[config.mk]
export PLATFORM = sky130hd
export DESIGN_NAME = pifb_top
export DESIGN_NICKNAME = d
export VERILOG_FILES = /design/src/pifb_pkg.sv /design/src/pifb_flag_if.sv /design/src/pifb_flag_bank.sv /design/src/pifb_top.sv
export VERILOG_INCLUDE_DIRS = /design/src /design/src/src
export SDC_FILE = /design/constraint.sdc
export NUM_CORES = 1
export LEC_CHECK = 0
export BUFFER_PORTS_ARGS = -buffer_cell sky130_fd_sc_hd__buf_2
export CAP_MARGIN = 15
export CORE_MARGIN = 1.5
export CORE_UTILIZATION = 42
export CTS_CLUSTER_DIAMETER = 150
export DETAILED_ROUTE_END_ITERATION = 16
export PLACE_DENSITY = 0.83
export RECOVER_POWER = 25
export SLEW_MARGIN = 30
export SYNTH_ARGS = -nofsm -noshare
export SYNTH_HDL_FRONTEND = slang
export SYNTH_SLANG_ARGS = --single-unit
[constraint.sdc]
create_clock -name clk_sys -period 2.6 [get_ports clk_sys]
set_clock_uncertainty 0.2 [all_clocks]
set_input_delay 0.65 -clock clk_sys [delete_from_list [all_inputs] [get_ports clk_sys]]
set_output_delay 0.65 -clock clk_sys [all_outputs]
set_load 0.02 [all_outputs]
[src/pifb_defs.svh]
`ifndef PIFB_DEFS_SVH
`define PIFB_DEFS_SVH

// Register byte offsets.
`define PIFB_OFS_ENABLE4   8'h00
`define PIFB_OFS_FLAG1     8'h04
`define PIFB_OFS_CORE_CTRL 8'h08
`define PIFB_OFS_STATUS    8'h0C

// Reset values.
`define PIFB_RST_ENABLE4   8'h00
`define PIFB_RST_FLAG1     8'h00
`define PIFB_RST_CORE_CTRL 2'h0

// Software-writable bit masks.
`define PIFB_EN4_SW_MASK   8'hCF
`define PIFB_FLAG1_SW_MASK 8'hCF

// Enable bank 4 bit positions.
`define PIFB_BIT_CAPCMP10_IRQ_EN           7
`define PIFB_BIT_CAPCMP9_IRQ_EN            6
`define PIFB_BIT_SERIAL2_RX_IRQ_EN         5
`define PIFB_BIT_SERIAL2_TX_IRQ_EN         4
`define PIFB_BIT_CAPCMP8_IRQ_EN            3
`define PIFB_BIT_CAPCMP7_IRQ_EN            2
`define PIFB_BIT_SYNCPORT2_COLLISION_IRQ_EN 1
`define PIFB_BIT_SYNCPORT2_IRQ_EN          0

// Core control register bit positions.
`define PIFB_BIT_GLOBAL_IRQ_ENABLE     7
`define PIFB_BIT_PERIPHERAL_IRQ_ENABLE 6

// Status register bit positions.
`define PIFB_BIT_STAT_REQ      0
`define PIFB_BIT_STAT_CORE_IRQ 1

// Bus responses.
`define PIFB_RESP_OKAY   2'h0
`define PIFB_RESP_SLVERR 2'h2

`endif

[src/pifb_pkg.sv]
package pifb_pkg;

  typedef enum logic [2:0] {
    PIFB_SEL_ENABLE4,
    PIFB_SEL_FLAG1,
    PIFB_SEL_CORE_CTRL,
    PIFB_SEL_STATUS,
    PIFB_SEL_NONE
  } pifb_reg_sel_t;

  typedef enum logic {
    PIFB_WR_IDLE,
    PIFB_WR_RESP
  } pifb_wr_state_t;

  typedef enum logic {
    PIFB_RD_IDLE,
    PIFB_RD_DATA
  } pifb_rd_state_t;

endpackage

[src/pifb_flag_if.sv]
`timescale 1ns/1ps

interface pifb_flag_if #(
  parameter int WIDTH = 8
);
  logic [WIDTH-1:0] evt;
  logic [WIDTH-1:0] lvl;
  logic             wr;
  logic [WIDTH-1:0] wdata;
  logic [WIDTH-1:0] q;

  modport bank (
    input  evt,
    input  lvl,
    input  wr,
    input  wdata,
    output q
  );

  modport ctrl (
    output evt,
    output lvl,
    output wr,
    output wdata,
    input  q
  );
endinterface

[src/pifb_flag_bank.sv]
`timescale 1ns/1ps
`include "pifb_defs.svh"

module pifb_flag_bank #(
  parameter int               WIDTH   = 8,
  parameter logic [WIDTH-1:0] SW_MASK = `PIFB_FLAG1_SW_MASK,
  parameter logic [WIDTH-1:0] RST_VAL = `PIFB_RST_FLAG1
) (
  // Clock and reset.
  input wire logic    clk_sys,
  input wire logic    rst_n,
  // Flag access.
  pifb_flag_if.bank   flags
);

  logic [WIDTH-1:0] flag_q;
  logic [WIDTH-1:0] flag_d;

  // An event in the cycle of a software clear still sets the flag.
  // One continuous assignment per bit keeps each bit of flag_d to a single
  // driver without several processes writing one vector.
  for (genvar i = 0; i < WIDTH; i++) begin : g_bit
    if (SW_MASK[i]) begin : g_rw
      assign flag_d[i] = flags.evt[i]
                       | (flags.wr ? flags.wdata[i] : flag_q[i]);
    end else begin : g_ro
      assign flag_d[i] = flags.lvl[i];
    end
  end

  always_ff @(posedge clk_sys or negedge rst_n) begin
    if (!rst_n) begin
      flag_q <= RST_VAL;
    end else begin
      flag_q <= flag_d;
    end
  end

  assign flags.q = flag_q;

endmodule

[src/pifb_top.sv]
`timescale 1ns/1ps
`include "pifb_defs.svh"

// Functional notes
// - Enable bank 4 holds eight enables, bit 7 to 0: capcmp10, capcmp9, serial2 rx, serial2 tx, capcmp8, capcmp7, syncport2 collision, syncport2.
// - An enable bit at one lets its source interrupt, at zero it blocks it.
// - Enable bits 5 and 4 are read-only, reset to zero, and ignore writes.
// - Enable bits 1 and 0 are the syncport2 collision and syncport2 enables, readable and writable.
// - Flag bank 1 holds eight flags, bit 7 to 0: timer1 gate, adc done, serial1 rx, serial1 tx, syncport1, capcmp1, timer2 match, timer1 overflow.
// - A flag reads one while its interrupt is pending and zero otherwise.
// - Flags 5 and 4 are read-only and follow the hardware alone; the rest are writable.
// - A flag is set by its event regardless of its enable or the global enable.
// - Every enable and flag bit resets to zero on any reset.
// - No peripheral interrupt reaches the core unless the peripheral enable is set.
module pifb_top #(
  parameter int ADDR_W = 8,
  parameter int DATA_W = 32
) (
  // Clock and reset.
  input  wire logic              clk_sys,
  input  wire logic              rst_n,
  // AXI4-Lite write address.
  input  wire logic [ADDR_W-1:0] s_axil_awaddr,
  input  wire logic [2:0]        s_axil_awprot,
  input  wire logic              s_axil_awvalid,
  output logic                   s_axil_awready,
  // AXI4-Lite write data.
  input  wire logic [DATA_W-1:0] s_axil_wdata,
  input  wire logic [DATA_W/8-1:0] s_axil_wstrb,
  input  wire logic              s_axil_wvalid,
  output logic                   s_axil_wready,
  // AXI4-Lite write response.
  output logic [1:0]             s_axil_bresp,
  output logic                   s_axil_bvalid,
  input  wire logic              s_axil_bready,
  // AXI4-Lite read address.
  input  wire logic [ADDR_W-1:0] s_axil_araddr,
  input  wire logic [2:0]        s_axil_arprot,
  input  wire logic              s_axil_arvalid,
  output logic                   s_axil_arready,
  // AXI4-Lite read data.
  output logic [DATA_W-1:0]      s_axil_rdata,
  output logic [1:0]             s_axil_rresp,
  output logic                   s_axil_rvalid,
  input  wire logic              s_axil_rready,
  // Peripheral event sources.
  input  wire logic [7:0]        flag1_evt,
  input  wire logic [7:0]        flag1_lvl,
  input  wire logic [7:0]        flag4_in,
  input  wire logic [7:0]        enable1_in,
  // Register views and interrupt outputs.
  output logic [7:0]             enable4_out,
  output logic [7:0]             flag1_out,
  output logic                   periph_irq_req,
  output logic                   core_irq
);

  function automatic pifb_pkg::pifb_reg_sel_t
    addr_decode(input logic [ADDR_W-1:0] a);
    logic [7:0] w;
    w = {a[7:2], 2'h0};
    if ((a >> 8) != '0) begin
      addr_decode = pifb_pkg::PIFB_SEL_NONE;
    end else begin
      case (w)
        `PIFB_OFS_ENABLE4:   addr_decode = pifb_pkg::PIFB_SEL_ENABLE4;
        `PIFB_OFS_FLAG1:     addr_decode = pifb_pkg::PIFB_SEL_FLAG1;
        `PIFB_OFS_CORE_CTRL: addr_decode = pifb_pkg::PIFB_SEL_CORE_CTRL;
        `PIFB_OFS_STATUS:    addr_decode = pifb_pkg::PIFB_SEL_STATUS;
        default:             addr_decode = pifb_pkg::PIFB_SEL_NONE;
      endcase
    end
  endfunction

  pifb_flag_if #(.WIDTH(8)) flag1_bus ();

  pifb_flag_bank #(
    .WIDTH   (8),
    .SW_MASK (`PIFB_FLAG1_SW_MASK),
    .RST_VAL (`PIFB_RST_FLAG1)
  ) u_flag1 (
    .clk_sys (clk_sys),
    .rst_n   (rst_n),
    .flags   (flag1_bus.bank)
  );

  // Write channel state.
  pifb_pkg::pifb_wr_state_t wst_q;
  pifb_pkg::pifb_wr_state_t wst_d;
  logic                     aw_got_q;
  logic                     aw_got_d;
  logic                     w_got_q;
  logic                     w_got_d;
  logic [ADDR_W-1:0]        awaddr_q;
  logic [ADDR_W-1:0]        awaddr_d;
  logic [7:0]               wbyte_q;
  logic [7:0]               wbyte_d;
  logic                     wlane_q;
  logic                     wlane_d;
  logic [1:0]               bresp_q;
  logic [1:0]               bresp_d;

  // Read channel state.
  pifb_pkg::pifb_rd_state_t rst_q;
  pifb_pkg::pifb_rd_state_t rst_d;
  logic [DATA_W-1:0]        rdata_q;
  logic [DATA_W-1:0]        rdata_d;
  logic [1:0]               rresp_q;
  logic [1:0]               rresp_d;

  // Block state.
  logic [7:0]               en4_q;
  logic [7:0]               en4_d;
  logic [1:0]               ctrl_q;
  logic [1:0]               ctrl_d;
  logic                     req_q;
  logic                     req_d;
  logic                     core_q;
  logic                     core_d;

  // Write decode.
  logic                     aw_hs;
  logic                     w_hs;
  logic                     do_write;
  logic [ADDR_W-1:0]        wr_addr;
  logic [7:0]               wr_byte;
  logic                     wr_lane;
  pifb_pkg::pifb_reg_sel_t  wr_sel;
  pifb_pkg::pifb_reg_sel_t  rd_sel;
  logic                     ar_hs;

  assign s_axil_awready = (wst_q == pifb_pkg::PIFB_WR_IDLE) & ~aw_got_q;
  assign s_axil_wready  = (wst_q == pifb_pkg::PIFB_WR_IDLE) & ~w_got_q;
  assign s_axil_bvalid  = (wst_q == pifb_pkg::PIFB_WR_RESP);
  assign s_axil_bresp   = bresp_q;
  assign s_axil_arready = (rst_q == pifb_pkg::PIFB_RD_IDLE);
  assign s_axil_rvalid  = (rst_q == pifb_pkg::PIFB_RD_DATA);
  assign s_axil_rdata   = rdata_q;
  assign s_axil_rresp   = rresp_q;

  assign aw_hs   = s_axil_awvalid & s_axil_awready;
  assign w_hs    = s_axil_wvalid & s_axil_wready;
  assign ar_hs   = s_axil_arvalid & s_axil_arready;
  assign wr_addr = aw_got_q ? awaddr_q : s_axil_awaddr;
  assign wr_byte = w_got_q ? wbyte_q : s_axil_wdata[7:0];
  assign wr_lane = w_got_q ? wlane_q : s_axil_wstrb[0];
  assign wr_sel  = addr_decode(wr_addr);
  assign rd_sel  = addr_decode(s_axil_araddr);

  // Address and data are taken in either order; the write lands once
  // both are held, so a lone half never disturbs a register.
  always_comb begin
    wst_d    = wst_q;
    aw_got_d = aw_got_q;
    w_got_d  = w_got_q;
    awaddr_d = awaddr_q;
    wbyte_d  = wbyte_q;
    wlane_d  = wlane_q;
    bresp_d  = bresp_q;
    do_write = 1'b0;
    case (wst_q)
      pifb_pkg::PIFB_WR_IDLE: begin
        if (aw_hs) begin
          aw_got_d = 1'b1;
          awaddr_d = s_axil_awaddr;
        end
        if (w_hs) begin
          w_got_d = 1'b1;
          wbyte_d = s_axil_wdata[7:0];
          wlane_d = s_axil_wstrb[0];
        end
        if ((aw_got_q | aw_hs) & (w_got_q | w_hs)) begin
          do_write = wr_lane;
          aw_got_d = 1'b0;
          w_got_d  = 1'b0;
          wst_d    = pifb_pkg::PIFB_WR_RESP;
          if (wr_sel == pifb_pkg::PIFB_SEL_NONE) begin
            bresp_d = `PIFB_RESP_SLVERR;
          end else begin
            bresp_d = `PIFB_RESP_OKAY;
          end
        end
      end
      pifb_pkg::PIFB_WR_RESP: begin
        if (s_axil_bready) begin
          wst_d = pifb_pkg::PIFB_WR_IDLE;
        end
      end
      default: begin
        wst_d = pifb_pkg::PIFB_WR_IDLE;
      end
    endcase
  end

  always_ff @(posedge clk_sys or negedge rst_n) begin
    if (!rst_n) begin
      wst_q    <= pifb_pkg::PIFB_WR_IDLE;
      aw_got_q <= 1'b0;
      w_got_q  <= 1'b0;
      awaddr_q <= '0;
      wbyte_q  <= 8'h00;
      wlane_q  <= 1'b0;
      bresp_q  <= `PIFB_RESP_OKAY;
    end else begin
      wst_q    <= wst_d;
      aw_got_q <= aw_got_d;
      w_got_q  <= w_got_d;
      awaddr_q <= awaddr_d;
      wbyte_q  <= wbyte_d;
      wlane_q  <= wlane_d;
      bresp_q  <= bresp_d;
    end
  end

  // Register writes and interrupt request.
  always_comb begin
    en4_d  = en4_q;
    ctrl_d = ctrl_q;
    if (do_write && wr_sel == pifb_pkg::PIFB_SEL_ENABLE4) begin
      en4_d = (wr_byte & `PIFB_EN4_SW_MASK)
            | (en4_q & ~`PIFB_EN4_SW_MASK);
    end
    if (do_write && wr_sel == pifb_pkg::PIFB_SEL_CORE_CTRL) begin
      ctrl_d = {wr_byte[`PIFB_BIT_GLOBAL_IRQ_ENABLE],
                wr_byte[`PIFB_BIT_PERIPHERAL_IRQ_ENABLE]};
    end
    // A flag counts only where its own enable is one.
    req_d  = |(en4_q & flag4_in) | |(flag1_bus.q & enable1_in);
    // Read as bit 1 global, bit 0 peripheral.
    core_d = req_d & ctrl_d[1] & ctrl_d[0];
  end

  assign flag1_bus.evt   = flag1_evt;
  assign flag1_bus.lvl   = flag1_lvl;
  assign flag1_bus.wr    = do_write & (wr_sel == pifb_pkg::PIFB_SEL_FLAG1);
  assign flag1_bus.wdata = wr_byte;

  always_ff @(posedge clk_sys or negedge rst_n) begin
    if (!rst_n) begin
      en4_q  <= `PIFB_RST_ENABLE4;
      ctrl_q <= `PIFB_RST_CORE_CTRL;
      req_q  <= 1'b0;
      core_q <= 1'b0;
    end else begin
      en4_q  <= en4_d;
      ctrl_q <= ctrl_d;
      req_q  <= req_d;
      core_q <= core_d;
    end
  end

  // Read channel; data is captured at the address handshake.
  always_comb begin
    rst_d   = rst_q;
    rdata_d = rdata_q;
    rresp_d = rresp_q;
    case (rst_q)
      pifb_pkg::PIFB_RD_IDLE: begin
        if (ar_hs) begin
          rst_d   = pifb_pkg::PIFB_RD_DATA;
          rresp_d = `PIFB_RESP_OKAY;
          rdata_d = '0;
          case (rd_sel)
            pifb_pkg::PIFB_SEL_ENABLE4: begin
              rdata_d[7:0] = en4_q;
            end
            pifb_pkg::PIFB_SEL_FLAG1: begin
              rdata_d[7:0] = flag1_bus.q;
            end
            pifb_pkg::PIFB_SEL_CORE_CTRL: begin
              rdata_d[`PIFB_BIT_GLOBAL_IRQ_ENABLE]     = ctrl_q[1];
              rdata_d[`PIFB_BIT_PERIPHERAL_IRQ_ENABLE] = ctrl_q[0];
            end
            pifb_pkg::PIFB_SEL_STATUS: begin
              rdata_d[`PIFB_BIT_STAT_REQ]      = req_q;
              rdata_d[`PIFB_BIT_STAT_CORE_IRQ] = core_q;
            end
            default: begin
              rresp_d = `PIFB_RESP_SLVERR;
            end
          endcase
        end
      end
      pifb_pkg::PIFB_RD_DATA: begin
        if (s_axil_rready) begin
          rst_d = pifb_pkg::PIFB_RD_IDLE;
        end
      end
      default: begin
        rst_d = pifb_pkg::PIFB_RD_IDLE;
      end
    endcase
  end

  always_ff @(posedge clk_sys or negedge rst_n) begin
    if (!rst_n) begin
      rst_q   <= pifb_pkg::PIFB_RD_IDLE;
      rdata_q <= '0;
      rresp_q <= `PIFB_RESP_OKAY;
    end else begin
      rst_q   <= rst_d;
      rdata_q <= rdata_d;
      rresp_q <= rresp_d;
    end
  end

  // Software is expected to clear a stale flag before enabling it; the
  // hardware does not filter a flag that was pending beforehand.
  assign enable4_out    = en4_q;
  assign flag1_out      = flag1_bus.q;
  assign periph_irq_req = req_q;
  assign core_irq       = core_q;

endmodule

==> qor.yml, run 1 <==
antenna_found_initial: 0
gr-usage-met1_pct: 23.3
status: "complete, no violations"
fin_crit_sh_pct: 91.6
hp-class: "in -> reg"
grt_pass1_wl_um: 8940
setup_ws_ps: 219
dp_slack_ps: -39.1
leakagePower_nw: 1.42
critical_path_arrival_ps: 2380
antenna_left: 0
io_pins: 156
die_area_um2: 6170
dr.first_iter.drc_count: 146
cts_tree: "done"
final-hold-violation-count: 0
setup_viol: 0
dpl_cell_area_um2: 2790
syn_to_final_growth_pct: 20.2
ir_drop_mv: 0.651
die_h_um: 78.6
cp-start-kind: "flop"
critical_path_class: "reg -> reg"
clkSlewWorstSetupHoldPaths_ps: 90
port_buffers: 78
dr.pass1.iters: 4
drc: 0
path_max_fanout: 6
cellPowerDensity_nw_per_um2: 842
wl_per_cell_um: 15.2
required_ps: 2600
cp-end-kind: "flop"
worst_slew_margin_rel_pct: 39.5
grt_usage_pct: 18.9
maxCapViolCount: 0
yosysSeqAreaShare_pct: 47.0
rsz0062_at_grt: "false"
cts_hold_buf: 0
overflow: 0
post_cts_buffers: 0
grtUsageMet3_pct: 4.53
netlist_area_um2: 2400
final_cell_mix: "buf_2 (77), dfrtp_1 (45), conb_1 (28), mux2_2 (26)"
synthCells: 208
core_um2: 5510
syn_avg_cell_area_um2: 11.5
route.vias.total: 1865
async_reset_ff_share_pct: 100
first_global_vias: 1865
rows: 27
dp_hpwl_um: 4380
cts_max_path_buffers: 2
worst_slew_pin_slew_ps: 907
drv_slew: 0
grt.busiest_layer: "met2"
grt_use_met2_pct: 32.2
final_common_cell: "buf_2"
die_x_um: 78.6
globalplace.congestion: 0.833
routed_via_density: 5.10
design_area_um2: 2880
cts_resized: 0
initial_core_util_pct: 43.5
yosysUniqueCellTypes: 40
wirelength_um: 5580
ys_warn_count: 0
fin_hold_ws_ps: 238
max_freq_mhz: 420
diodes: 0
synth_edf_count: 0
power_mw: 2.43
cts_made_buffers: 5
synth-seq-cells: 45
cts.sinks: 45
ctsHtreeMaxLevel: 2
clockRootBuffer: "clkbuf_8"
layout.nets: 390
grt_max_degree: 38
synth_flop_cell: "dfrtp_1"
fillCellCount: 520
fin_crit_ps: 2380
insertion_delay_ps: 310
drive_gt1_share_pct: 45.2
[cell usage after synthesis (2+ instances only)]
library cell   n  area [um^2]
a21oi_1        5         25.0
a22o_1         3         26.3
a22oi_1        9         67.6
a31oi_1        6         37.5
a32o_1         2         20.0
buf_4         29          218
clkbuf_1       5         18.8
dfrtp_1       45         1130
inv_1          2         7.51
mux2_2        26          293
mux2_4         7          105
mux2i_1        4         40.0
nand2_1        9         33.8
nand3_1        2         10.0
nor2_1         9         33.8
nor2b_1        2         12.5
nor4_1         7         43.8
o21ai_0        7         35.0
o21bai_1       7         52.6
o31ai_1        2         15.0
[worst paths after layout]
| check | slack (ps) | depth (start not counted) | end | from |
|---|---|---|---|---|
| worst min register to register | 290 | 2 | s_axil_rdata[0]$_DFFE_PN0P_ | s_axil_rdata[0]$_DFFE_PN0P_ |
| worst max register to register | 220 | 4 | enable4_out[6]$_DFFE_PN0P_ | aw_got_q$_DFFE_PN0P_ |
| min in group asynchronous | 260 | 1 | u_flag1.flags.q[1]$_DFF_PN0_ | rst_n |
| worst min-delay path | 240 | 1 | u_flag1.flags.q[5]$_DFF_PN0_ | flag1_lvl[5] |
| max in group asynchronous | 1330 | 2 | u_flag1.flags.q[4]$_DFF_PN0_ | rst_n |
| worst max-delay path | 220 | 4 | enable4_out[6]$_DFFE_PN0P_ | aw_got_q$_DFFE_PN0P_ |
[per-stage QoR]
stage | utilization [%] | TNS [ps] | instances
floorplan | - | 0 | 235
global placement | 50.7 | 0 | 358
detailed placement | 50.7 | -213 | 358
CTS | 52.4 | 0 | 366
global route | 52.3 | 0 | 366
finish | 52.3 | 0 | 366
[final cells by class]
class | count | area [um^2] | area share, %
Sequential cell | 45 | 1130 | 39.1
Clock inverter | 3 | 25.0 | 0.868
Timing Repair Buffer | 86 | 447 | 15.5
Inverter | 2 | 7.51 | 0.261
Multi-Input combinational cell | 153 | 1120 | 38.8
Tap cell | 72 | 90.1 | 3.13
Clock buffer | 5 | 68.8 | 2.39
[per-layer routing]
layer	part of all wire [%]	wire, um
met1	42	2350
met4	1.6	90
met2	49	2750
met5	0	0
met3	6.8	381
[power by group]
part	switching (mW)	internal (mW)
registers	0.186	0.884
clock network	0.257	0.194
logic	0.471	0.434
total	0.915	1.51
[kinds of logic (layout without fill, tap and decap cells)]
group	after synthesis	in the layout	synth area share (%)
flip-flops	45	45	47.0
AND/OR/NAND/NOR	41	41	10.1
multiplexers	37	37	18.3
other	1	28	0.156
AO/OA/AOI/OAI	47	47	13.8
buffers and inverters	37	96	10.6
[flip-flops by register name, indices dropped and copies added, names as in the netlist, 2 cells and up]
register	count
s_axil_rdata	8
ctrl_q	2
enable4_out	6
awaddr_q	6
wbyte_q	6
u_flag1.flags.q	8
[worst max-delay path, stage by stage, from the launching register on]
cell	delay, ps
dfrtp_1	470
nor3_1	330
a22oi_2	130
or4b_1	760
mux2_4	370
Power figures use the tool's default switching activity.
==> inputs of run 2 (changes only) <==
--- a/config.mk
+++ b/config.mk
@@ -9,12 +9,13 @@
 export BUFFER_PORTS_ARGS = -buffer_cell sky130_fd_sc_hd__buf_2
 export CAP_MARGIN = 15
 export CORE_MARGIN = 1.5
-export CORE_UTILIZATION = 42
+export CORE_UTILIZATION = 45
 export CTS_CLUSTER_DIAMETER = 150
 export DETAILED_ROUTE_END_ITERATION = 16
-export PLACE_DENSITY = 0.83
+export PLACE_DENSITY = 0.88
 export RECOVER_POWER = 25
 export SLEW_MARGIN = 30
 export SYNTH_ARGS = -nofsm -noshare
 export SYNTH_HDL_FRONTEND = slang
+export SYNTH_HIERARCHICAL = 1
 export SYNTH_SLANG_ARGS = --single-unit
==> constraint.sdc (replaced) <==
create_clock -name clk_sys -period 2.9 [get_ports clk_sys]
set_clock_uncertainty 0.2 [all_clocks]
set_input_delay 0.725 -clock clk_sys [delete_from_list [all_inputs] [get_ports clk_sys]]
set_output_delay 0.725 -clock clk_sys [all_outputs]
set_load 0.02 [all_outputs]
==> qor.yml, run 2 <==
power_mw: 2.16
pwr-share-seq_pct: 44.1
fin_hold_ws_ps: 186
post_cts_buffers: 0
drive_gt1_share_pct: 42.8
core_um2: 4850
maxCapViolCount: 0
cts_max_path_buffers: 2
die_area_um2: 5590
antenna_left: 0
wirelength_um: 4920
cts_tree: "done"
fin_crit_ps: 2600
ir_drop_mv: 0.562
die_h_um: 74.8
route.vias.total: 1734
wl_per_cell_um: 14.1
drc: 0
dr.pass1.iters: 4
cts_made_buffers: 5
rows: 25
dp_hpwl_um: 3890
diodes: 0
switching_share_pct: 33.8
syn_avg_cell_area_um2: 11.5
cellPowerDensity_nw_per_um2: 768
worst_slew_margin_rel_pct: 33.0
critical_path_class: "reg -> reg"
pwr-share-clk_pct: 22.7
worst_slew_pin_slew_ps: 1010
cp-start-kind: "flop"
grt_usage_pct: 18.3
ys_warn_count: 6
cts_resized: 0
port_buffers: 78
final_cell_mix: "buf_2 (77), dfrtp_1 (45), conb_1 (28), mux2_2 (23), nor2_1 (10)"
layout.nets: 379
final_common_cell: "buf_2"
overflow: 0
power_frac_comb_pct: 33.2
synthCells: 201
path_max_fanout: 11
status: "complete, no violations"
first_global_vias: 1597
critical_path_arrival_ps: 2590
path_cells: "mux2i_1 > or3_1 > or4b_1 > mux2_4"
drv_slew: 0
rsz0062_at_grt: "false"
cts.sinks: 45
switchingPower_mw: 0.729
ctsHtreeMaxLevel: 2
hp-class: "in -> async"
required_ps: 2890
clockRootBuffer: "clkbuf_8"
internal_power_mw: 1.43
final-hold-violation-count: 0
die_x_um: 74.8
globalplace.congestion: 0.775
grt_pass1_wl_um: 7550
slowest_stage: "or4b_1"
leakagePower_nw: 1.38
cp-end-kind: "flop"
dr.first_iter.drc_count: 45
clkSlewWorstSetupHoldPaths_ps: 80
grt_max_degree: 20
setup_viol: 0
fin_crit_sh_pct: 89.8
initial_core_util_pct: 47.8
slowest_delay_ps: 730
max_freq_mhz: 384
insertion_delay_ps: 300
io_pins: 156
setup_tns_ps: 0
cts_hold_buf: 0
netlist_area_um2: 2320
routed_via_density: 4.95
syn_to_final_growth_pct: 21.2
antenna_found_initial: 0
==> run 2: cell type report <==
cell class                 count  area (um^2)
sequential                    45         1130
timing repair buffer          83          432
fill                         418         2040
multi-input combinational    144         1040
clock buffer                   7         86.3
tap                           67         83.8
clock inverter                 1         30.0
inverter                       3         11.3
==> run 2: power groups by stage <==
stage          Combinational, mW  Sequential [mW]  Clock [mW]
2_1_floorplan              0.511            0.962           0
6_report                   0.715            0.952       0.491
3_3_place_gp               0.695            0.952           0
3_5_place_dp               0.717            0.962           0
4_1_cts                    0.721            0.950       0.498
5_1_grt                    0.776            0.981       0.525
==> run 2: worst paths after layout <==
path / start / end / slack (ps) / cells after the start
max in group asynchronous: rst_n / s_axil_rdata[1]$_DFFE_PN0P_ / 1010 / 2
worst min register to register: s_axil_rdata[7]$_DFFE_PN0P_ / s_axil_rdata[7]$_DFFE_PN0P_ / 280 / 2
worst max register to register: w_got_q$_DFFE_PN0P_ / enable4_out[1]$_DFFE_PN0P_ / 300 / 4
worst min-delay path: rst_n / enable4_out[2]$_DFFE_PN0P_ / 190 / 1
min in group clk_sys: s_axil_rdata[7]$_DFFE_PN0P_ / s_axil_rdata[7]$_DFFE_PN0P_ / 280 / 2
worst max-delay path: w_got_q$_DFFE_PN0P_ / enable4_out[1]$_DFFE_PN0P_ / 300 / 4
==> run 2: routing by layer <==
metal / GRT usage, % / vias to the layer above / share of wire (%)
met5: 0 / - / 0
met4: 5.86 / 0 / 1.7
met3: 5.35 / 10 / 5.3
met2: 30.5 / 72 / 49
met1: 23.1 / 830 / 44
li1: - / 822 / -
==> run 2: critical path, delay by kind of cell, from the launching register on <==
kind	cells	cell delay (ps)
muxes	2	540
DFF	1	590
and+or+nand+nor	2	1160
==> run 2: stage by stage <==
step           area (um^2)  utilization [%]  worst slack [ps]  instances
6_report              2810             57.9               295        350
3_3_place_gp          2700             55.7               183        342
3_5_place_dp          2700             55.7               157        342
5_1_grt               2810             57.9               181        350
4_1_cts               2820             58.1               295        350
2_1_floorplan         2420                -               457        228
==> inputs of run 3 (changes only) <==
--- a/config.mk
+++ b/config.mk
@@ -10,6 +10,7 @@
 export CAP_MARGIN = 15
 export CORE_MARGIN = 1.5
 export CORE_UTILIZATION = 45
+export CTS_BUF_LIST = sky130_fd_sc_hd__clkbuf_16
 export CTS_CLUSTER_DIAMETER = 150
 export DETAILED_ROUTE_END_ITERATION = 16
 export PLACE_DENSITY = 0.88
==> qor.yml, run 3 (synthesized netlist as in run 2, its figures left out) <==
cp-end-kind: "flop"
rows: 25
ctsHtreeMaxLevel: 2
setup_viol: 0
wirelength_um: 4960
fin_crit_sh_pct: 90.0
worst_slew_margin_rel_pct: 33.1
cts_max_path_buffers: 2
layout.nets: 379
fillCellCount: 413
io_pins: 156
fin_crit_ps: 2610
initial_core_util_pct: 47.8
rr_endpoint: "enable4_out[1]$_DFFE_PN0P_"
setup_tns_ps: 0
wl_per_cell_um: 14.2
power_mw: 2.29
ir_drop_mv: 0.585
dp_cells: 342
grt_pass1_wl_um: 7650
leakagePower_nw: 1.41
cellPowerDensity_nw_per_um2: 802
cts.sinks: 45
clkSlewWorstSetupHoldPaths_ps: 60
path_cells: "mux2i_1 > or3_1 > or4b_1 > mux2_4"
insertion_delay_ps: 280
route.vias.total: 1764
grt_max_degree: 20
critical_path_class: "reg -> reg"
antenna_found_initial: 0
r2r-start: "w_got_q$_DFFE_PN0P_"
final-hold-violation-count: 0
required_ps: 2870
max_freq_mhz: 383
slowest_delay_ps: 740
first_global_vias: 1606
grt_usage_pct: 18.7
status: "complete, no violations"
globalplace.congestion: 0.775
stdcell_count: 350
r2r_setup_slack_ps: 290
setup_ws_ps: 289
routed_via_density: 5.04
cts_tree: "done"
die_x_um: 74.8
cts_resized: 0
dr.pass1.iters: 4
dr.first_iter.drc_count: 51
final_common_cell: "buf_2"
worst-r2r-cell-count: 4
rsz0062_at_grt: "false"
clockRootBuffer: "clkbuf_16"
overflow: 0
critical_path_arrival_ps: 2580
post_cts_buffers: 0
drc: 0
hp-class: "in -> async"
dp_slack_ps: 157
drive_gt1_share_pct: 42.4
die_area_um2: 5590
port_buffers: 78
worst_slew_pin_slew_ps: 1000
maxCapViolCount: 0
antenna_left: 0
slowest_stage: "or4b_1"
die_h_um: 74.8
diodes: 0
final_cell_mix: "buf_2 (77), dfrtp_1 (45), conb_1 (28), mux2_2 (23), nor2_1 (10)"
syn_to_final_growth_pct: 23.2
dp_hpwl_um: 3890
drv_slew: 0
path_max_fanout: 11
cts_made_buffers: 5
core_um2: 4850
cp-start-kind: "flop"
cts_hold_buf: 0
==> run 3: cell count changes in the layout (fill, tap and decap cells not counted) <==
| cell | previous run | this run |
|---|---|---|
| clkbuf_16 | 0 | 5 |
| clkbuf_8 | 6 | 0 |
| inv_1 | 3 | 4 |
| clkinv_1 | 0 | 1 |
| clkbuf_1 | 4 | 3 |
==> run 3: critical path: cells and delay by family, from the launching register on <==
family,cells,cell delay (ps)
multiplexers,2,540
AND/OR/NAND/NOR,2,1170
flip-flops,1,590
==> run 3: report_power, final <==
group          switching (mW)  total, mW  leakage [nW]  internal (mW)
sequential              0.157      0.953         0.543          0.796
combinational           0.363      0.715         0.782          0.353
clock                   0.222      0.622        0.0826          0.400
==> run 3: layout make-up <==
type / count / area, um^2 / share of cell area (%)
Clock buffer: 5 / 125 / 4.38
Clock inverter: 3 / 37.5 / 1.31
Inverter: 3 / 11.3 / 0.394
Multi-Input combinational cell: 144 / 1040 / 36.4
Sequential cell: 45 / 1130 / 39.4
Tap cell: 67 / 83.8 / 2.94
Timing Repair Buffer: 83 / 432 / 15.1
==> run 3: routing by layer <==
layer	vias to the layer above	wire, um	track usage, %
met4	0	80	7.07
met2	84	2480	31.0
li1	825	-	-
met1	847	2110	23.4
met3	8	288	5.35
met5	-	0	0
==> run 3: stage by stage <==
step                util [%]  hold slack (ps)  instance area (um^2)
finish                  58.9              212                  2860
global route            58.9              251                  2860
CTS                     59.1              106                  2860
detailed placement      55.7              268                  2700
global placement        55.7              263                  2700
floorplan                  -              229                  2420
==> run 3: worst max path at each step <==
| stage | start | end | cells after the start |
|---|---|---|---|
| 4_1_cts | w_got_q$_DFFE_PN0P_ | enable4_out[1]$_DFFE_PN0P_ | 4 |
| 5_1_grt | w_got_q$_DFFE_PN0P_ | enable4_out[6]$_DFFE_PN0P_ | 4 |
| 3_5_place_dp | s_axil_wstrb[0] | enable4_out[1]$_DFFE_PN0P_ | 5 |
| 3_3_place_gp | s_axil_wstrb[0] | enable4_out[2]$_DFFE_PN0P_ | 5 |
| 2_1_floorplan | s_axil_wstrb[0] | enable4_out[0]$_DFFE_PN0P_ | 5 |
| 6_report | w_got_q$_DFFE_PN0P_ | enable4_out[1]$_DFFE_PN0P_ | 4 |
